File: config.mk
export PLATFORM = sky130hd
export DESIGN_NAME = loop_det_output
export DESIGN_NICKNAME = d
export VERILOG_FILES = /design/src/loop_det_pkg.sv /design/src/loop_det_output.sv
export SDC_FILE = /design/constraint.sdc
export NUM_CORES = 1
export LEC_CHECK = 0
export BUFFER_PORTS_ARGS = -buffer_cell sky130_fd_sc_hd__buf_2
export CAP_MARGIN = 20
export CORE_UTILIZATION = 42
export CTS_CLUSTER_DIAMETER = 30
export DETAILED_ROUTE_END_ITERATION = 10
export GPL_ROUTABILITY_DRIVEN = 0
export PLACE_DENSITY = 0.74
export SYNTH_ARGS = -nofsm -noshare
export SYNTH_HDL_FRONTEND = slang
export SYNTH_SLANG_ARGS = --single-unit
File: constraint.sdc
create_clock -name core_clk_i -period 5 [get_ports core_clk_i]
set_input_delay 0.25 -clock core_clk_i [delete_from_list [all_inputs] [get_ports core_clk_i]]
set_output_delay 0.25 -clock core_clk_i [all_outputs]
set_load 0.05 [all_outputs]
File: src/loop_det_pkg.sv
// Package with constants for the loop detector output timing block
package loop_det_pkg;
    // Tick period in milliseconds and the clock rate
    localparam int unsigned CLK_HZ          = 125_000_000;
    localparam int unsigned TICK_MS         = 10;
    localparam int unsigned TICK_CYCLES     = CLK_HZ / 1000 * TICK_MS;
    // Pulse width, within the 100..150 ms window
    localparam int unsigned PULSE_MS        = 120;
    localparam int unsigned PULSE_TICKS     = PULSE_MS / TICK_MS;
    // Half-second step expressed in ticks
    localparam int unsigned STEP_MS         = 500;
    localparam int unsigned STEP_TICKS      = STEP_MS / TICK_MS;
    // Settings: extension 0..15 half seconds, delay 0..30 seconds
    localparam int unsigned EXT_MAX_STEPS   = 15;
    localparam int unsigned DLY_MAX_SECONDS = 30;
    localparam int unsigned SEC_TICKS       = 1000 / TICK_MS;
    localparam int unsigned TMR_W           = 12;

    // Register map (APB byte addresses)
    localparam logic [7:0] ADDR_CTRL   = 8'h00;
    localparam logic [7:0] ADDR_STATUS = 8'h04;
    localparam logic [7:0] ADDR_RETUNE = 8'h08;
    localparam logic [7:0] ADDR_ID     = 8'h0c;
    // Per-channel 9-bit control field layout
    localparam int unsigned F_MODE_LSB   = 0;   // 2 bits timing mode
    localparam int unsigned F_PULSE      = 2;   // 1 pulse, 0 presence
    localparam int unsigned F_SSTATE     = 3;   // 1 solid state, 0 relay
    localparam int unsigned F_TIME_LSB   = 4;   // 5 bits: ext half-seconds or delay seconds
    localparam int unsigned CH_FIELD_W   = 9;
    localparam logic [CH_FIELD_W-1:0] CTRL_RESET = 9'h000;
    // Arbitrary neutral identity value
    localparam logic [31:0] ID_VALUE = 32'h0000_0001;

    typedef enum logic [1:0] {
        MODE_NORMAL = 2'h0,
        MODE_DELAY  = 2'h1,
        MODE_EXT    = 2'h2
    } tmode_e;

    typedef enum logic [3:0] {
        ST_IDLE  = 4'h1,
        ST_DELAY = 4'h2,
        ST_ON    = 4'h4,
        ST_EXT   = 4'h8
    } ch_state_e;
endpackage

File: src/loop_det_output.sv
// Loop detector output timing: delay, extension, pulse and output drive per channel
//
// Function
// - Extension mode holds output after departure for set time, then releases
// - Re-entry during extension clears timer, holds output, restarts on departure
// - Extension setting spans zero to seven and a half seconds
// - Extension settable in half-second steps
// - Extension interval accurate within half a second
// - Timing-allow inactive gives no extension or delay
// - Timing-block active gives no extension or delay
// - Separate indicator per channel follows detection output
// - Reset control forces channel back to no-vehicle state
// - Pulse or presence output selectable per channel
// - Three timing choices: delay, extension, normal
// - Normal also selected by a zero timing setting
// - Per-channel timing duration setting
// - Relay closes on detection, opens otherwise
// - Relay drive is closed-on-deenergise so power loss reads detection
// - Relay closed while loop is open
// - Solid-state output conducts on detection, off otherwise
// - Solid-state output off on power loss
// - Solid-state output conducts while loop is open
// - Delay mode asserts after set presence time, else clears timer
// - Delay setting spans zero to thirty seconds
// - Pulse mode gives one 120 ms pulse on vehicle entry
`timescale 1ns/1ps
module loop_det_output #(
    parameter int unsigned NCH         = 2,
    parameter int unsigned TICK_CYCLES = loop_det_pkg::TICK_CYCLES
) (
    input  wire logic           core_clk_i,
    input  wire logic           rst_n_i,
    // Front end and controller inputs, asynchronous to core_clk_i
    input  wire logic [NCH-1:0] presence_i,
    input  wire logic [NCH-1:0] loop_open_i,
    input  wire logic [NCH-1:0] timing_allow_i,
    input  wire logic [NCH-1:0] timing_block_i,
    // APB slave
    input  wire logic           psel_i,
    input  wire logic           penable_i,
    input  wire logic           pwrite_i,
    input  wire logic [7:0]     paddr_i,
    input  wire logic [31:0]    pwdata_i,
    output logic      [31:0]    prdata_o,
    output logic                pready_o,
    output logic                pslverr_o,
    // Outputs
    output logic      [NCH-1:0] detect_o,
    output logic      [NCH-1:0] relay_coil_o,
    output logic      [NCH-1:0] ssr_on_o,
    output logic      [NCH-1:0] indicator_o
);

    initial begin
        if (NCH < 1 || NCH > 3) begin
            $error("NCH must be 1..3");
        end
        // Divider counter is 24 bits and needs at least two states
        if (TICK_CYCLES < 2 || TICK_CYCLES > 16777216) begin
            $error("TICK_CYCLES out of range");
        end
    end

    localparam int unsigned TW  = loop_det_pkg::TMR_W;
    localparam int unsigned FW  = loop_det_pkg::CH_FIELD_W;

    // Span in ticks for the whole time field value, by mode
    function automatic logic [TW-1:0] span_ticks(input logic [1:0] md, input logic [4:0] tv);
        logic [TW-1:0] unit;
        unit = (md == loop_det_pkg::MODE_EXT) ? TW'(loop_det_pkg::STEP_TICKS) : TW'(loop_det_pkg::SEC_TICKS);
        span_ticks = TW'(tv) * unit;
    endfunction

    ////////////////////////////////////////////////////////////////////////////////
    // Tick divider

    logic [23:0] div_cnt;
    logic        tick;

    // One shared tick keeps all channel timers in step
    always_ff @(posedge core_clk_i or negedge rst_n_i) begin
        if (!rst_n_i) begin
            div_cnt <= 24'h000000;
            tick    <= 1'b0;
        end else if (div_cnt == 24'(TICK_CYCLES - 1)) begin
            div_cnt <= 24'h000000;
            tick    <= 1'b1;
        end else begin
            div_cnt <= div_cnt + 24'h000001;
            tick    <= 1'b0;
        end
    end

    ////////////////////////////////////////////////////////////////////////////////
    // Input synchronisers

    logic [NCH-1:0] pres_m, pres_s, lopen_m, lopen_s, allow_m, allow_s, block_m, block_s;

    // Two flops on every front end and controller input before any logic reads it
    always_ff @(posedge core_clk_i or negedge rst_n_i) begin
        if (!rst_n_i) begin
            pres_m  <= '0;
            pres_s  <= '0;
            lopen_m <= '0;
            lopen_s <= '0;
            allow_m <= '0;
            allow_s <= '0;
            block_m <= '0;
            block_s <= '0;
        end else begin
            pres_m  <= presence_i;
            pres_s  <= pres_m;
            lopen_m <= loop_open_i;
            lopen_s <= lopen_m;
            allow_m <= timing_allow_i;
            allow_s <= allow_m;
            block_m <= timing_block_i;
            block_s <= block_m;
        end
    end

    ////////////////////////////////////////////////////////////////////////////////
    // APB registers

    logic [NCH*FW-1:0] ctrl;
    logic [NCH-1:0]    retune;
    logic              acc;

    assign acc = psel_i && penable_i;

    // Control writes; retune is a one-cycle strobe per channel
    always_ff @(posedge core_clk_i or negedge rst_n_i) begin
        if (!rst_n_i) begin
            ctrl   <= {NCH{loop_det_pkg::CTRL_RESET}};
            retune <= '0;
        end else begin
            retune <= '0;
            if (acc && pwrite_i && paddr_i == loop_det_pkg::ADDR_CTRL) begin
                ctrl <= pwdata_i[NCH*FW-1:0];
            end
            if (acc && pwrite_i && paddr_i == loop_det_pkg::ADDR_RETUNE) begin
                retune <= pwdata_i[NCH-1:0];
            end
        end
    end

    // Read data and zero-wait answer; unmapped address flags an error
    always_ff @(posedge core_clk_i or negedge rst_n_i) begin
        if (!rst_n_i) begin
            prdata_o  <= 32'h00000000;
            pready_o  <= 1'b0;
            pslverr_o <= 1'b0;
        end else begin
            pready_o  <= psel_i && !penable_i;
            pslverr_o <= 1'b0;
            prdata_o  <= 32'h00000000;
            if (psel_i && !penable_i) begin
                case (paddr_i)
                    loop_det_pkg::ADDR_CTRL:   prdata_o <= 32'(ctrl);
                    loop_det_pkg::ADDR_STATUS: prdata_o <= {16'h0000, 8'(pres_s), 8'(detect_o)};
                    loop_det_pkg::ADDR_RETUNE: prdata_o <= 32'h00000000;
                    loop_det_pkg::ADDR_ID:     prdata_o <= loop_det_pkg::ID_VALUE;
                    default:                   pslverr_o <= 1'b1;
                endcase
            end
        end
    end

    ////////////////////////////////////////////////////////////////////////////////
    // Channel timing

    genvar g;
    generate
        for (g = 0; g < NCH; g++) begin : gen_ch
            logic [1:0]             md;
            logic [4:0]             tv;
            logic                   pulse_sel, ssr_sel, no_time, prev_veh;
            logic [TW-1:0]          tmr;
            logic [TW-1:0]          span;
            loop_det_pkg::ch_state_e st;
            logic [TW-1:0]          pcnt;
            logic                   pres_out;
            logic                   det;

            assign md        = ctrl[g*FW+loop_det_pkg::F_MODE_LSB +: 2];
            assign tv        = ctrl[g*FW+loop_det_pkg::F_TIME_LSB +: 5];
            assign pulse_sel = ctrl[g*FW+loop_det_pkg::F_PULSE];
            assign ssr_sel   = ctrl[g*FW+loop_det_pkg::F_SSTATE];
            // Extension clamps at 15 half-seconds, delay at 30 seconds
            assign span      = span_ticks(md, (md == loop_det_pkg::MODE_EXT && tv > 5'(loop_det_pkg::EXT_MAX_STEPS))
                                   ? 5'(loop_det_pkg::EXT_MAX_STEPS)
                                   : (tv > 5'(loop_det_pkg::DLY_MAX_SECONDS) ? 5'(loop_det_pkg::DLY_MAX_SECONDS) : tv));
            // Timing is skipped when not allowed, blocked, normal or zero
            assign no_time   = !allow_s[g] || block_s[g] || md == loop_det_pkg::MODE_NORMAL
                               || md == 2'h3 || tv == 5'h00;
            // Presence state machine: delay before, extension after
            always_ff @(posedge core_clk_i or negedge rst_n_i) begin
                if (!rst_n_i) begin
                    st       <= loop_det_pkg::ST_IDLE;
                    tmr      <= '0;
                    pres_out <= 1'b0;
                end else if (retune[g]) begin
                    st       <= loop_det_pkg::ST_IDLE;
                    tmr      <= '0;
                    pres_out <= 1'b0;
                end else begin
                    case (st)
                        loop_det_pkg::ST_IDLE: begin
                            tmr <= '0;
                            if (pres_s[g]) begin
                                if (!no_time && md == loop_det_pkg::MODE_DELAY) begin
                                    st <= loop_det_pkg::ST_DELAY;
                                end else begin
                                    st       <= loop_det_pkg::ST_ON;
                                    pres_out <= 1'b1;
                                end
                            end
                        end
                        loop_det_pkg::ST_DELAY: begin
                            if (!pres_s[g]) begin
                                st  <= loop_det_pkg::ST_IDLE;
                                tmr <= '0;
                            end else if (no_time || tmr >= span) begin
                                st       <= loop_det_pkg::ST_ON;
                                pres_out <= 1'b1;
                            end else if (tick) begin
                                tmr <= tmr + TW'(1);
                            end
                        end
                        loop_det_pkg::ST_ON: begin
                            tmr <= '0;
                            if (!pres_s[g]) begin
                                if (!no_time && md == loop_det_pkg::MODE_EXT) begin
                                    st <= loop_det_pkg::ST_EXT;
                                end else begin
                                    st       <= loop_det_pkg::ST_IDLE;
                                    pres_out <= 1'b0;
                                end
                            end
                        end
                        loop_det_pkg::ST_EXT: begin
                            if (pres_s[g]) begin
                                st  <= loop_det_pkg::ST_ON;
                                tmr <= '0;
                            end else if (no_time || tmr >= span) begin
                                st       <= loop_det_pkg::ST_IDLE;
                                pres_out <= 1'b0;
                            end else if (tick) begin
                                tmr <= tmr + TW'(1);
                            end
                        end
                        default: begin
                            st       <= loop_det_pkg::ST_IDLE;
                            tmr      <= '0;
                            pres_out <= 1'b0;
                        end
                    endcase
                end
            end

            // Pulse mode: one fixed pulse per entry edge that arrives while no pulse is running
            always_ff @(posedge core_clk_i or negedge rst_n_i) begin
                if (!rst_n_i) begin
                    prev_veh <= 1'b0;
                    pcnt     <= '0;
                end else if (retune[g]) begin
                    prev_veh <= pres_s[g];
                    pcnt     <= '0;
                end else begin
                    prev_veh <= pres_s[g];
                    if (pres_s[g] && !prev_veh && pcnt == '0) begin
                        pcnt <= TW'(loop_det_pkg::PULSE_TICKS);
                    end else if (tick && pcnt != '0) begin
                        pcnt <= pcnt - TW'(1);
                    end
                end
            end

            // Open loop always forces detection
            assign det = lopen_s[g] || (pulse_sel ? (pcnt != '0) : pres_out);

            // Output flops; relay coil energised means contacts open
            always_ff @(posedge core_clk_i or negedge rst_n_i) begin
                if (!rst_n_i) begin
                    detect_o[g]     <= 1'b0;
                    relay_coil_o[g] <= 1'b0;
                    ssr_on_o[g]     <= 1'b0;
                    indicator_o[g]  <= 1'b0;
                end else begin
                    detect_o[g]     <= det;
                    relay_coil_o[g] <= !ssr_sel && !det;
                    ssr_on_o[g]     <= ssr_sel && det;
                    indicator_o[g]  <= det;
                end
            end
        end
    endgenerate

endmodule

==> impl_metrics.py <==
metrics = {
    "outcome": {
        "status": "completed",
    },
    "route": {
        "drtIter0Drc": 434,
        "drt_wl_total_um": 18000,
        "wl_per_cell_um": 14.7,
        "vias": 6272,
        "drt-pass1-iter-count": 5,
        "drtAntennaViolNets": 0,
        "vias_per_cell": 5.13,
        "drc_errors": 0,
    },
    "global_routing": {
        "grt_max_degree": 96,
        "antenna_found_initial": 1,
        "grt_use_total_pct": 18.4,
        "overflow": 0,
        "grt_pass1_vias": 6072,
        "grt_first_pass_wirelength_um": 29400,
    },
    "sta": {
        "max_freq_mhz": 206,
        "fin_ws_ns": 0.142,
        "finalSetupViolations": 0,
        "finalClockSkew_ns": 0.00854,
        "post-route-period-util_pct": 97.2,
        "final-hold-violation-count": 0,
        "tightestPinTransition_ns": 0.847,
        "fin_hold_ws_ns": 0.0608,
        "tns_ns": 0,
        "relSlewSlack_pct": 43.5,
        "rsz0062_at_grt": "yes",
        "slew_violations": 0,
        "period_minus_slack_ns": 4.86,
    },
    "floorplan": {
        "die_w_um": 144,
        "io_pins": 95,
        "core_area_um2": 19600,
        "die_h_um": 144,
        "rows": 51,
        "start_util_pct": 43.1,
        "die_area_um2": 20700,
    },
    "logic_synthesis": {
        "synth_area_um2": 8450,
        "synth_warnings": 0,
        "synth_edf_count": 0,
        "synthCells": 845,
        "ys_types": 62,
        "seq_area_frac_synth_pct": 43.6,
        "ys_top_cells_by_area": "dfrtp_1 (43%), ha_1 (9.3%), xor2_1 (4.7%), nor2_1 (3.9%), mux2_2 (2.8%)",
        "synth_top_cell_area_share_pct": 42.9,
        "ys_async_sr_fraction_pct": 100,
        "avgSynthCellArea_um2": 10.0,
        "yosysTopAreaCell": "dfrtp_1",
        "ys_ff_latch": 147,
        "ys.flop_type": "dfrtp_1",
    },
    "pwr": {
        "sw_frac_of_total_pct": 26.6,
        "p_sw_mw": 0.795,
        "p_per_area_nw_per_um2": 294,
        "p_leak_nw": 4.86,
        "intPower_mw": 2.19,
        "p_comb_share_pct": 14.1,
        "power.clock.fraction_pct": 42.1,
        "peakVddDrop_mv": 0.257,
        "p_total_mw": 2.99,
        "p_seq_share_pct": 43.8,
    },
    "worst_setup_path": {
        "crit_path_max_fanout": 5,
        "reg2reg_depth": 21,
        "r2r-start": "ctrl[0]",
        "startpoint_type": "flop",
        "r2r-end": "gen_ch[0].tmr[11]",
        "cp.arrival_ns": 5.15,
        "r2r_slack_ns": 0.14,
        "end_kind": "flop",
        "crit_type": "reg -> reg",
        "worst_ep_required_time_ns": 5.29,
    },
    "clock_tree": {
        "cts_buffer_depth": 2,
        "clkTransAtPathRegs_ns": 0.06,
        "h-tree-depth": 4,
        "cts_tree": "done",
        "cts_buffers": 17,
        "clkSinkCount": 147,
        "root_buffer": "clkbuf_16",
        "clock_latency_ns": 0.42,
    },
    "place": {
        "hpwl_um": 12900,
        "port_buffers": 66,
        "place_area_um2": 9170,
        "dp_slack_ns": -0.0813,
        "place_inst": 1178,
    },
    "final_layout": {
        "synthToLayoutAreaGrowth_pct": 20.0,
        "layout_commonest_cell": "dfrtp_1",
        "final_cell_area_um2": 10100,
        "fin_cells": 1223,
        "final_cell_mix": "dfrtp_1 (144), nor2_1 (87), buf_2 (65), ha_1 (55), nand2_1 (49)",
        "fill_cells": 1724,
        "drive_gt1_share_pct": 21.4,
        "fin_nets": 1072,
        "diodes": 0,
        "utilization_pct": 51.8,
    },
    "hold_path": {
        "hold_end": "ctrl[9]",
        "hold_path.class": "in -> reg",
        "hp-start": "pwdata_i[9]",
        "whs_path_depth": 2,
    },
    "run": {
        "cap_violations": 0,
    },
}
logic make-up (layout without fill, tap and decap cells):
logic type | after synthesis | in the layout | synth area share (%)
buffers and inverters | 76 | 171 | 4.15
and+or+nand+nor | 344 | 344 | 21.9
AOI/OAI and AO/OA | 106 | 106 | 7.92
adders and majority gates | 73 | 73 | 11.7
muxes | 25 | 25 | 3.27
other | 2 | 20 | 0.0889
xor gates and xnor gates | 72 | 72 | 7.46
DFF | 147 | 147 | 43.6
what timing repair did:
item / CTS / global route
resized for setup: 5 / 48
pin swaps: 6 / 28
hold endpoints to repair: 101 / 0
buffers inserted: 2 / 4
hold buffers: 9 / 0
setup endpoints to repair: 14 / 31
cloned: 1 / 0
how the worst max path moves through the flow:
stage            start                 to  cells past startpoint
4_1_cts        ctrl[1]  gen_ch[0].tmr[11]                     25
3_5_place_dp   ctrl[1]  gen_ch[0].tmr[11]                     25
5_1_grt        ctrl[0]  gen_ch[0].tmr[11]                     21
6_report       ctrl[0]  gen_ch[0].tmr[11]                     21
2_1_floorplan  ctrl[0]    gen_ch[0].st[1]                     23
3_3_place_gp   ctrl[1]   gen_ch[0].tmr[8]                     25
sequential cells by signal (all words and copies together) (netlist names), 8 cells and up:
name,cells
div_cnt,24
gen_ch.st,8
gen_ch.pcnt,24
prdata_o,18
gen_ch.tmr,24
ctrl,18
power groups by stage:
| stage | combinational, mW | clock [mW] | sequential [mW] |
|---|---|---|---|
| final | 0.422 | 1.26 | 1.31 |
| after global routing | 0.468 | 1.34 | 1.31 |
| after CTS | 0.400 | 1.29 | 1.31 |
| after detailed placement | 0.387 | 0 | 1.33 |
| after global placement | 0.378 | 0 | 1.32 |
| after floorplan | 0.282 | 0 | 1.33 |
final cells by class:
type / count / area [µm²] / share of cell area, %
tap: 265 / 332 / 3.27
clock inverter: 9 / 104 / 1.02
clock buffer: 22 / 484 / 4.77
timing repair buffer: 108 / 686 / 6.76
inverter: 32 / 120 / 1.18
sequential: 147 / 3680 / 36.3
multi-input combinational: 640 / 4730 / 46.7
worst max-delay path, stage by stage, from the launching register on:
cell      delay, ns
dfrtp_2        0.44
nor2b_4        0.21
a21oi_2        0.09
fa_1           0.52
inv_2          0.04
fa_1           0.45
ha_2           0.20
or3_4          0.38
a31oi_4        0.17
nor3_4         0.05
a21o_1         0.17
a21oi_2        0.12
xor2_1         0.16
ha_1           0.26
a21o_1         0.17
a221oi_2       0.31
o21ai_2        0.14
nor4_4         0.32
buf_4          0.20
nand4_1        0.12
xor2_1         0.16
nor2_1         0.05
synthesized netlist by cell type (3+ instances only):
library cell,number
nor4_1,11
nor4_4,3
o41ai_1,4
nand3_1,27
buf_4,16
or3_1,12
nor2b_1,12
fa_1,10
a31oi_1,3
nor4b_1,3
xor2_1,45
or4_1,5
nand4_1,20
xnor2_1,27
nor3_1,20
inv_1,32
a21oi_1,41
o21ai_0,18
nand2b_1,25
mux2_2,21
a211oi_1,5
dfrtp_1,145
and3_1,9
nor2_1,88
a21o_1,11
or2_2,5
and2_1,31
nand2_1,50
nand3b_1,5
nor3b_1,8
clkbuf_1,24
mux2i_1,4
buf_2,4
ha_1,63
layer usage:
metal	GRT usage, %	up-vias	part of all wire [%]
met3	3.77	21	3.4
met5	0	-	0.056
met1	25.0	3016	47
met4	6.49	2	1.7
met2	29.0	127	48
li1	-	3106	-
Note: power is estimated with default switching activity, not from simulation.
